==> src/wlau_consts.svh <==
// Constants for the word-load address unit.
// Notes on behaviour
// - The address is a base register plus an optional offset taken from a second register or a 5-bit unsigned constant, or a 15-bit constant in the long form.
// - In the short form the unit-side bit picks the data unit and register file of base and offset, 0 for side A and 1 for B; the long form uses file B.
// - In the short form the offset is shifted left by two bits and then added to or subtracted from the base.
// - Pre-increment, pre-decrement, positive and negative offset modes send the computed result to memory.
// - Post-increment and post-decrement modes access memory at the old base and write the updated base back.
// - Arithmetic is linear, except that bases 4 to 7 of either file follow circular mode when the mode register says so.
// - The loaded 32-bit word fills the whole destination, which may lie in either file.
// - The destination-file bit writes the word into file A when zero and file B when one.
// - Base and offset are read and the base is written in the first stage, and the word lands in the fifth stage.
`ifndef WLAU_CONSTS_SVH
`define WLAU_CONSTS_SVH
`define WLAU_WORD_SHIFT   2
`define WLAU_LOAD_STAGES  4
`define WLAU_MODE_NEG     4'h4
`define WLAU_MODE_POS     4'h5
`define WLAU_MODE_PREDEC  4'hC
`define WLAU_MODE_PREINC  4'hD
`define WLAU_MODE_POSTDEC 4'hE
`define WLAU_MODE_POSTINC 4'hF
`define WLAU_CIRC_LO      5'h04
`define WLAU_CIRC_HI      5'h07
`define WLAU_GLOBAL_BASE0 5'h0E
`define WLAU_GLOBAL_BASE1 5'h0F
`define WLAU_AMR_CIRC     2'h1
`endif

==> src/wlau_pkg.sv <==
// Types shared by the word-load address unit files.
package wlau_pkg;
   typedef logic [31:0] wlau_word_t;
   typedef logic [4:0]  wlau_reg_t;
   typedef enum logic [1:0] {
      WLAU_IDLE = 2'b00,
      WLAU_BUSY = 2'b01
   } wlau_state_e;
endpackage

==> src/wlau_wb_if.sv <==
// Write-back carrier between the address stage and the load return pipe.
`timescale 1ns/1ps
interface wlau_wb_if;
   import wlau_pkg::*;
   logic      issue;
   logic      dst_side;
   wlau_reg_t dst_reg;
   modport src (output issue, output dst_side, output dst_reg);
   modport dst (input issue, input dst_side, input dst_reg);
endinterface

==> src/wlau_ret_pipe.sv <==
// Delay line that carries destination tags to the fifth execute stage.
`timescale 1ns/1ps
`include "wlau_consts.svh"
module wlau_ret_pipe
   import wlau_pkg::*;
(
   input  wire logic clk_i,
   input  wire logic rst_n_i,
   wlau_wb_if.dst    tag,
   output logic      valid_o,
   output logic      side_o,
   output wlau_reg_t reg_o
);
   logic [`WLAU_LOAD_STAGES-1:0] v_q;
   logic [`WLAU_LOAD_STAGES-1:0] s_q;
   wlau_reg_t                    r_q [`WLAU_LOAD_STAGES];

   always_ff @(posedge clk_i or negedge rst_n_i) begin
      if (!rst_n_i) begin
         v_q <= '0;
         s_q <= '0;
         for (int i = 0; i < `WLAU_LOAD_STAGES; i++) r_q[i] <= '0;
      end else begin
         v_q[0] <= tag.issue;
         s_q[0] <= tag.dst_side;
         r_q[0] <= tag.dst_reg;
         for (int i = 1; i < `WLAU_LOAD_STAGES; i++) begin
            v_q[i] <= v_q[i-1];
            s_q[i] <= s_q[i-1];
            r_q[i] <= r_q[i-1];
         end
      end
   end

   assign valid_o = v_q[`WLAU_LOAD_STAGES-1];
   assign side_o  = s_q[`WLAU_LOAD_STAGES-1];
   assign reg_o   = r_q[`WLAU_LOAD_STAGES-1];
endmodule

==> src/wlau_top.sv <==
// Word-load address unit: address generation, base write-back and load return.
`timescale 1ns/1ps
`include "wlau_consts.svh"
module wlau_top
   import wlau_pkg::*;
(
   // Clock and reset.
   input  wire logic        MCLK_I,
   input  wire logic        RESET_N_I,
   // Decoded instruction in the first execute stage.
   input  wire logic        ISSUE_I,
   input  wire logic        PRED_TRUE_I,
   input  wire logic        LONG_FORM_I,
   input  wire logic        UNIT_SIDE_I,
   input  wire logic        DST_SIDE_I,
   input  wire logic [4:0]  DST_REG_I,
   input  wire logic [4:0]  BASE_REG_I,
   input  wire logic        OFFSET_IS_CONST_I,
   input  wire logic [4:0]  INDEX_REG_I,
   input  wire logic [4:0]  SHORT_CONST_I,
   input  wire logic [14:0] LONG_CONST_I,
   input  wire logic [3:0]  MODE_I,
   // Register file read data for base and index.
   input  wire logic [31:0] BASE_VAL_I,
   input  wire logic [31:0] INDEX_VAL_I,
   // Addressing mode register contents.
   input  wire logic [31:0] AMR_I,
   // Data memory return.
   input  wire logic [31:0] MEM_RDATA_I,
   // Register file read selects.
   output logic             RD_SIDE_O,
   output logic [4:0]       RD_BASE_O,
   output logic [4:0]       RD_INDEX_O,
   // Data memory request.
   output logic             MEM_REQ_O,
   output logic [31:0]      MEM_ADDR_O,
   // Base write-back.
   output logic             BASE_WE_O,
   output logic             BASE_SIDE_O,
   output logic [4:0]       BASE_REG_O,
   output logic [31:0]      BASE_WDATA_O,
   // Destination write.
   output logic             DST_WE_A_O,
   output logic             DST_WE_B_O,
   output logic [4:0]       DST_REG_O,
   output logic [31:0]      DST_WDATA_O,
   // Unit state.
   output logic             BUSY_O
);
   // ********************************************************
   // Address arithmetic
   // ********************************************************
   // Circular mode select from the mode register, two bits per base register.
   function automatic logic circ_sel(input logic side, input wlau_reg_t r, input logic [31:0] addressing_mode_register);
      logic [3:0] idx;
      idx = {side, r[1:0], 1'b0};
      circ_sel = (r >= `WLAU_CIRC_LO) && (r <= `WLAU_CIRC_HI) &&
                 (addressing_mode_register[idx +: 2] == `WLAU_AMR_CIRC);
   endfunction

   function automatic wlau_word_t circ_apply(input wlau_word_t base, input wlau_word_t res,
                                             input logic side, input logic [31:0] addressing_mode_register);
      logic [4:0]  bk;
      wlau_word_t  msk;
      bk  = side ? addressing_mode_register[25:21] : addressing_mode_register[20:16];
      msk = (32'h0000_0002 << bk) - 32'h0000_0001;
      circ_apply = (base & ~msk) | (res & msk);
   endfunction

   logic       side;
   wlau_reg_t  base_reg;
   wlau_word_t offs;
   wlau_word_t sum;
   wlau_word_t newb;
   logic       sub;
   logic       post;
   logic       wb;
   logic       go;

   always_comb begin
      go       = ISSUE_I && PRED_TRUE_I;
      side     = LONG_FORM_I ? 1'b1 : UNIT_SIDE_I;
      base_reg = LONG_FORM_I ? (UNIT_SIDE_I ? `WLAU_GLOBAL_BASE1 : `WLAU_GLOBAL_BASE0)
                             : BASE_REG_I;
      if (LONG_FORM_I)
         offs = {15'h0000, LONG_CONST_I, 2'h0};
      else if (OFFSET_IS_CONST_I)
         offs = {25'h0000000, SHORT_CONST_I, 2'h0};
      else
         offs = {INDEX_VAL_I[29:0], 2'h0};
      sub  = !LONG_FORM_I && ((MODE_I == `WLAU_MODE_NEG) || (MODE_I == `WLAU_MODE_PREDEC) ||
                              (MODE_I == `WLAU_MODE_POSTDEC));
      post = !LONG_FORM_I && ((MODE_I == `WLAU_MODE_POSTINC) || (MODE_I == `WLAU_MODE_POSTDEC));
      wb   = !LONG_FORM_I && (post || (MODE_I == `WLAU_MODE_PREINC) ||
                              (MODE_I == `WLAU_MODE_PREDEC));
      sum  = sub ? BASE_VAL_I - offs : BASE_VAL_I + offs;
      if (!LONG_FORM_I && circ_sel(side, base_reg, AMR_I))
         newb = circ_apply(BASE_VAL_I, sum, side, AMR_I);
      else
         newb = sum;
   end

   // ********************************************************
   // First stage: read selects, memory request, base update
   // ********************************************************
   always_ff @(posedge MCLK_I or negedge RESET_N_I) begin
      if (!RESET_N_I) begin
         RD_SIDE_O  <= 1'b0;
         RD_BASE_O  <= '0;
         RD_INDEX_O <= '0;
      end else begin
         RD_SIDE_O  <= side;
         RD_BASE_O  <= base_reg;
         RD_INDEX_O <= INDEX_REG_I;
      end
   end

   always_ff @(posedge MCLK_I or negedge RESET_N_I) begin
      if (!RESET_N_I) begin
         MEM_REQ_O  <= 1'b0;
         MEM_ADDR_O <= '0;
      end else begin
         MEM_REQ_O  <= go;
         MEM_ADDR_O <= post ? BASE_VAL_I : newb;
      end
   end

   always_ff @(posedge MCLK_I or negedge RESET_N_I) begin
      if (!RESET_N_I) begin
         BASE_WE_O    <= 1'b0;
         BASE_SIDE_O  <= 1'b0;
         BASE_REG_O   <= '0;
         BASE_WDATA_O <= '0;
      end else begin
         BASE_WE_O    <= go && wb;
         BASE_SIDE_O  <= side;
         BASE_REG_O   <= base_reg;
         BASE_WDATA_O <= newb;
      end
   end

   // ********************************************************
   // Load return to the fifth stage
   // ********************************************************
   wlau_wb_if tag ();
   assign tag.issue    = go;
   assign tag.dst_side = DST_SIDE_I;
   assign tag.dst_reg  = DST_REG_I;

   logic      ret_v;
   logic      ret_s;
   wlau_reg_t ret_r;

   // Four stages of tag delay align with memory data returning in stage five.
   wlau_ret_pipe u_ret (
      .clk_i   (MCLK_I),
      .rst_n_i (RESET_N_I),
      .tag     (tag),
      .valid_o (ret_v),
      .side_o  (ret_s),
      .reg_o   (ret_r)
   );

   always_ff @(posedge MCLK_I or negedge RESET_N_I) begin
      if (!RESET_N_I) begin
         DST_WE_A_O  <= 1'b0;
         DST_WE_B_O  <= 1'b0;
         DST_REG_O   <= '0;
         DST_WDATA_O <= '0;
      end else begin
         DST_WE_A_O  <= ret_v && !ret_s;
         DST_WE_B_O  <= ret_v && ret_s;
         DST_REG_O   <= ret_r;
         DST_WDATA_O <= MEM_RDATA_I;
      end
   end

   wlau_state_e state_q;
   always_ff @(posedge MCLK_I or negedge RESET_N_I) begin
      if (!RESET_N_I) begin
         state_q <= WLAU_IDLE;
         BUSY_O  <= 1'b0;
      end else begin
         unique case (state_q)
            WLAU_IDLE: state_q <= go ? WLAU_BUSY : WLAU_IDLE;
            WLAU_BUSY: state_q <= (go || tag.issue) ? WLAU_BUSY : WLAU_IDLE;
         endcase
         BUSY_O <= go;
      end
   end
endmodule

==> config.mk <==
export PLATFORM = sky130hd
export DESIGN_NAME = wlau_top
export DESIGN_NICKNAME = d
export VERILOG_FILES = /design/src/wlau_pkg.sv /design/src/wlau_wb_if.sv /design/src/wlau_ret_pipe.sv /design/src/wlau_top.sv
export VERILOG_INCLUDE_DIRS = /design/src /design/src/src
export SDC_FILE = /design/constraint.sdc
export NUM_CORES = 1
export LEC_CHECK = 0
export BUFFER_PORTS_ARGS = -buffer_cell sky130_fd_sc_hd__buf_4
export CORE_UTILIZATION = 54
export CTS_BUF_LIST = sky130_fd_sc_hd__clkbuf_2 sky130_fd_sc_hd__clkbuf_4 sky130_fd_sc_hd__clkbuf_8
export DETAILED_ROUTE_END_ITERATION = 10
export PLACE_DENSITY = 0.95
export SETUP_SLACK_MARGIN = 0.1
export SLEW_MARGIN = 20
export SYNTH_ARGS = -nofsm -noshare
export SYNTH_HDL_FRONTEND = slang
export SYNTH_SLANG_ARGS = --single-unit
==> constraint.sdc <==
create_clock -name MCLK_I -period 1 [get_ports MCLK_I]
set_clock_uncertainty 0.05 [all_clocks]
set_input_delay 0.2 -clock MCLK_I [delete_from_list [all_inputs] [get_ports MCLK_I]]
set_output_delay 0.2 -clock MCLK_I [all_outputs]
set_load 0.02 [all_outputs]
==> metrics.md, run 1 <==
| Metric | Value |
|---|---|
| Status | stopped before the end |
| Failed at | clock tree synthesis |
| Run Error | [ERROR DPL-0038] Utilization greater than 100%, impossible to legalize |
| Seq/Total Area, Yosys | 44.8% |
| Mapped Cells | 781 |
| I/O Buffers | 289 |
| # hold bufs at CTS | 66 |
| # IOs | around 300 |
| RePlAce Congestion | 0.993 |
| Post-Syn Area | 0.00793 mm^2 |
| Flops & latches, synth | 142 |
| Clk root buf | clkbuf_8 |
| Yosys cell types | between 70 and 80 |
| Num CTS Buffers | 17 |
| Die Ht | approximately 120 um |
| H-tree depth | 4 |
| Post-DP HPWL | between 20000 and 25000 um |
| Number of synthesized flops with an enable pin | 0 |
| Die width | between 100 and 150 um |
| Asr flop ratio synth | between 90% and 100% |
| Main synth FF type | dfrtp_1 |
| Initial Util | ~56% |
| Clock Tree Buf Depth | 2 |
| Post-Syn Area per Cell | just over 10 um^2 |
| Total nets after synthesis | a little under 1000 |
| Post_cts resized | around 250 |
| Number of setup buffers added after CTS | 21 |
| Clk sink count | roughly 140 |
| Total number of yosys warnings | 0 |
| # rows | 43 |
==> logic make-up after synthesis <==
family | after synthesis | share of synthesized area, %
compound gates | 202 | 16.7
xor+xnor | 47 | 5.37
fa+ha+maj | 31 | 4.89
buf+inv | 46 | 2.78
flops | 142 | 44.8
mux | 68 | 9.50
simple gates | 245 | 15.9
==> Yosys cell counts, types with 8 or more instances <==
| cell type | n | area (um^2) |
|---|---|---|
| a21o_1 | 9 | 67.6 |
| a21oi_1 | 45 | 225 |
| a22oi_1 | 10 | 75.1 |
| a31oi_1 | 14 | 87.6 |
| and2_1 | 10 | 62.6 |
| buf_2 | 8 | 40.0 |
| buf_4 | 8 | 60.1 |
| clkbuf_1 | 15 | 56.3 |
| dfrtp_1 | 142 | 3550 |
| ha_1 | 31 | 388 |
| inv_1 | 11 | 41.3 |
| mux2_2 | 57 | 642 |
| mux2i_1 | 10 | 100 |
| nand2_1 | 68 | 255 |
| nand3_1 | 15 | 75.1 |
| nor2_1 | 59 | 221 |
| nor2b_1 | 9 | 56.3 |
| nor3_1 | 19 | 95.1 |
| nor3b_1 | 8 | 60.1 |
| o211ai_1 | 10 | 75.1 |
| o21a_1 | 10 | 75.1 |
| o21ai_0 | 45 | 225 |
| o31ai_1 | 10 | 75.1 |
| xnor2_1 | 29 | 254 |
| xor2_1 | 17 | 149 |
==> metrics by stage <==
| step | setup slack [ps] | cells | hold slack [ps] | cell area [um^2] | utilization, % |
|---|---|---|---|---|---|
| detailed placement | -3590 | 1444 | 53.5 | 12100 | 86.0 |
| global placement | -3320 | 1444 | 48.0 | 12100 | 86.0 |
| floorplan | -3090 | 781 | -146 | 8170 | - |
==> run 2, diff against run 1 <==
CORE_UTILIZATION = 39   (was 54)
CTS_BUF_LIST = default   (was sky130_fd_sc_hd__clkbuf_2 sky130_fd_sc_hd__clkbuf_4 sky130_fd_sc_hd__clkbuf_8)
PLACE_DENSITY = default   (was 0.95)
PLACE_DENSITY_LB_ADDON = 0.15   (was default)
SETUP_SLACK_MARGIN = default   (was 0.1)
==> run 2 against run 1 <==
- the flow now finishes, with violations (hold timing, setup timing)
- synthesized cell count unchanged
- synthesized area unchanged
==> metrics.md, run 2 <==
| Metric | Value |
|---|---|
| FF-to-FF path depth | 1 |
| Most instantiated cells after synthesis | 142 x dfrtp_1, 68 x nand2_1, 59 x nor2_1, 57 x mux2_2 |
| Reg2Reg Setup Slack | ~260 ps |
| CP Capture Type | flop |
| Number of synthesized flops with an enable pin | 0 (unchanged) |
| Crit path DAT | about 4000 ps |
| Max FO, Critical Path | 6 |
| First-pass GRT wire length | roughly 44000 um |
| Slew HR | around 53% |
| Post-DP HPWL | 21400 um (-12%) |
| Mapped Cells | 781 (unchanged) |
| Number of global-route vias before repair | ~8800 |
| Fin. max-slew vios | 0 |
| Critical R2R Capture | u_ret.v_q[1] |
| Largest net degree at the start of global routing | 36 |
| Clk_lat worst skew | approximately 420 ps |
| Initial Util | 40.2% (-16 points) |
| CTS tree | built |
| Worst Hold Depth | 2 |
| Maxcap violations | 0 |
| H-tree depth | 4 (unchanged) |
| Core Area | roughly 0.020 mm^2 |
| Clock Tree Buf Depth | 2 (unchanged) |
| Layout area overhead | 90.5% |
| Post-Syn Area | 0.00793 mm^2 (unchanged) |
| Initial DRC Count | 382 |
| VDD IR max | around 0.00099 V |
| Max Clock Freq | approximately 260 MHz |
| Seq/Total Area, Yosys | 44.8% (unchanged) |
| Footprint of the multi-input gates | between 0.004 and 0.005 mm^2 |
| Number of diodes | 0 |
| Placed insts | 1527 (+5.7%) |
| Hold Vio Cnt, Final | 1 |
| Clk root buf | clkbuf_16 |
| Total length of routed wires | around 30000 um |
| Dominant cell type by area after synthesis | dfrtp_1 |
| # rows | 51 (+19%) |
| Final worst setup slack | -2830 ps |
| Gr usage total | between 20 and 30% |
| Clk sink count | 142 (unchanged) |
| Clock Pin Slew Worst Setup and Hold Paths | about 70 ps |
| Worst r2r src | u_ret.v_q[0] |
| Actual slew at the worst max-slew pin | around 700 ps |
| Kind of critical path | in -> reg |
| Termination of the worst setup path | MEM_ADDR_O[31] |
| Worst min path class | in -> reg |
| RePlAce Congestion | 0.926 (-6.8%) |
| # IOs | 298 (unchanged) |
| Placement Setup Slack | -3550 ps (+36.5 ps) |
| Final instance area | between 0.015 and 0.02 mm^2 |
| Status | finished, violations left |
| Leakage Power | around 7.1 nW |
| Num CTS Buffers | 17 (unchanged) |
| RSZ-0062 raised after global routing | true |
| Setup Viol. Count Final | around 180 |
| Most frequent cells in the layout | 412 x buf_4, 142 x dfrtp_1, 138 x buf_6 |
| Hold slack final | -52.9 ps |
| Total number of yosys warnings | 0 (unchanged) |
| Die Area | 0.0209 mm^2 |
| Sum Neg Setup Slack | -159440 ps |
| Final min period | ~3800 ps |
| Drt pass-1 iters | 5 |
| Initial antenna violation count | 0 |
| Final worst-path cycle share | 383% |
| I/O Buffers | 289 (unchanged) |
| Commonest non-fill, non-tap cell in the layout | buf_4 |
| Fillcell total | approximately 1300 |
| Crit. Startpoint | OFFSET_IS_CONST_I |
| Vias | between 8000 and 9000 |
| Final #Nets | ~1600 |
| Worst Setup Start Kind | input pin |
| Post-Syn Area per Cell | 10.2 um^2 (unchanged) |
| Non-Filler Instances | 1681 |
| Routed vias/inst | roughly 5.1 |
| Placed cell areas | 0.0123 mm^2 (+1.3%) |
| Total nets after synthesis | 987 (unchanged) |
| Failing checks | hold timing, setup timing |
| Synth top area share | 44.8% (unchanged) |
| Gr ovfl total | 0 |
| Die Ht | 145 um (+17%) |
| DRC violations left | 0 |
| Critical path data required time | around 1300 ps |
| Die width | 145 um (+17%) |
| Post-layout util | roughly 77% |
| Post-route ant nets | 0 |
| Final total power | roughly 23 mW |
| Pwr/cell area | 1500 mW/mm^2 |
| WL/cell | around 17 um |
| Largest regs | BASE_WDATA_O x32, DST_WDATA_O x32, MEM_ADDR_O x31 |
| Register Area | approximately 0.0036 mm^2 |
| Asr flop ratio synth | 100% (unchanged) |
| Yosys cell types | 75 (unchanged) |
| Most common cell in the netlist | dfrtp_1 |
| Main area contributors after synthesis | dfrtp_1 45%, mux2_2 8.1%, ha_1 4.9% |
| Main synth FF type | dfrtp_1 |
| Flops & latches, synth | 142 (unchanged) |
| Share of cells above drive strength 1 | a little over half |
## run 2: critical path: stages
cell and delay (ps):
buf_12 110, mux2_4 300, mux2i_4 190, nand2_2 120, nor4_4 370, nand2_1 140
o41ai_2 350, mux2_4 350, o21ai_4 90, ha_4 230, and3_4 160, a221o_1 360
a31oi_4 200, a21oi_2 100, nor3_4 240, a21oi_2 90, xnor3_1 210, mux2_4 270
## run 2: cell families after synthesis
group           count (synthesis)  synth area share [%]
simple gates                  245                  15.9
compound gates                202                  16.7
flops                         142                  44.8
mux                            68                  9.50
xor+xnor                       47                  5.37
buf+inv                        46                  2.78
fa+ha+maj                      31                  4.89
## run 2: repair_timing
action | 4_1_cts | 5_1_grt
setup endpoints to repair | 183 | 184
cloned | 2 | 0
hold endpoints to repair | 230 | 3
pin swaps | 53 | 32
resized for setup | 217 | 46
buffers inserted | 36 | 14
hold buffers | 71 | 1
## run 2: worst min-delay path by stage
stage             startpoint             to
2_1_floorplan      RESET_N_I  BASE_REG_O[0]
3_3_place_gp       RESET_N_I  BASE_REG_O[1]
3_5_place_dp       RESET_N_I  BASE_REG_O[1]
4_1_cts        BASE_REG_I[3]  BASE_REG_O[3]
5_1_grt        BASE_REG_I[3]  BASE_REG_O[3]
6_report       BASE_REG_I[3]  BASE_REG_O[3]
## run 2: layout make-up
type | count | share of cell area, %
Timing Repair Buffer | 636 | 37.4
Multi-Input combinational cell | 594 | 32.8
Sequential cell | 142 | 23.5
Clock buffer | 17 | 2.82
Tap cell | 265 | 2.20
Clock inverter | 15 | 0.961
Inverter | 12 | 0.298
## run 2: per-layer routing
metal | part of all wire (%) | vias up | track usage (%) | wire length [um]
met5 | 0 | - | 0 | 0
met4 | 1.7 | 0 | 9.03 | 505
met3 | 7.3 | 36 | 6.29 | 2130
met2 | 51 | 342 | 50.1 | 14800
met1 | 40 | 4034 | 33.3 | 11700
li1 | - | 4092 | - | -
## run 2: power breakdown
part	leakage (nW)	switching, mW	internal (mW)
Clock	0.277	2.78	3.31
Sequential	1.66	0.455	6.63
Combinational	5.20	4.26	5.15
Total	7.13	7.50	15.1
(Power assumes the default switching activity.)
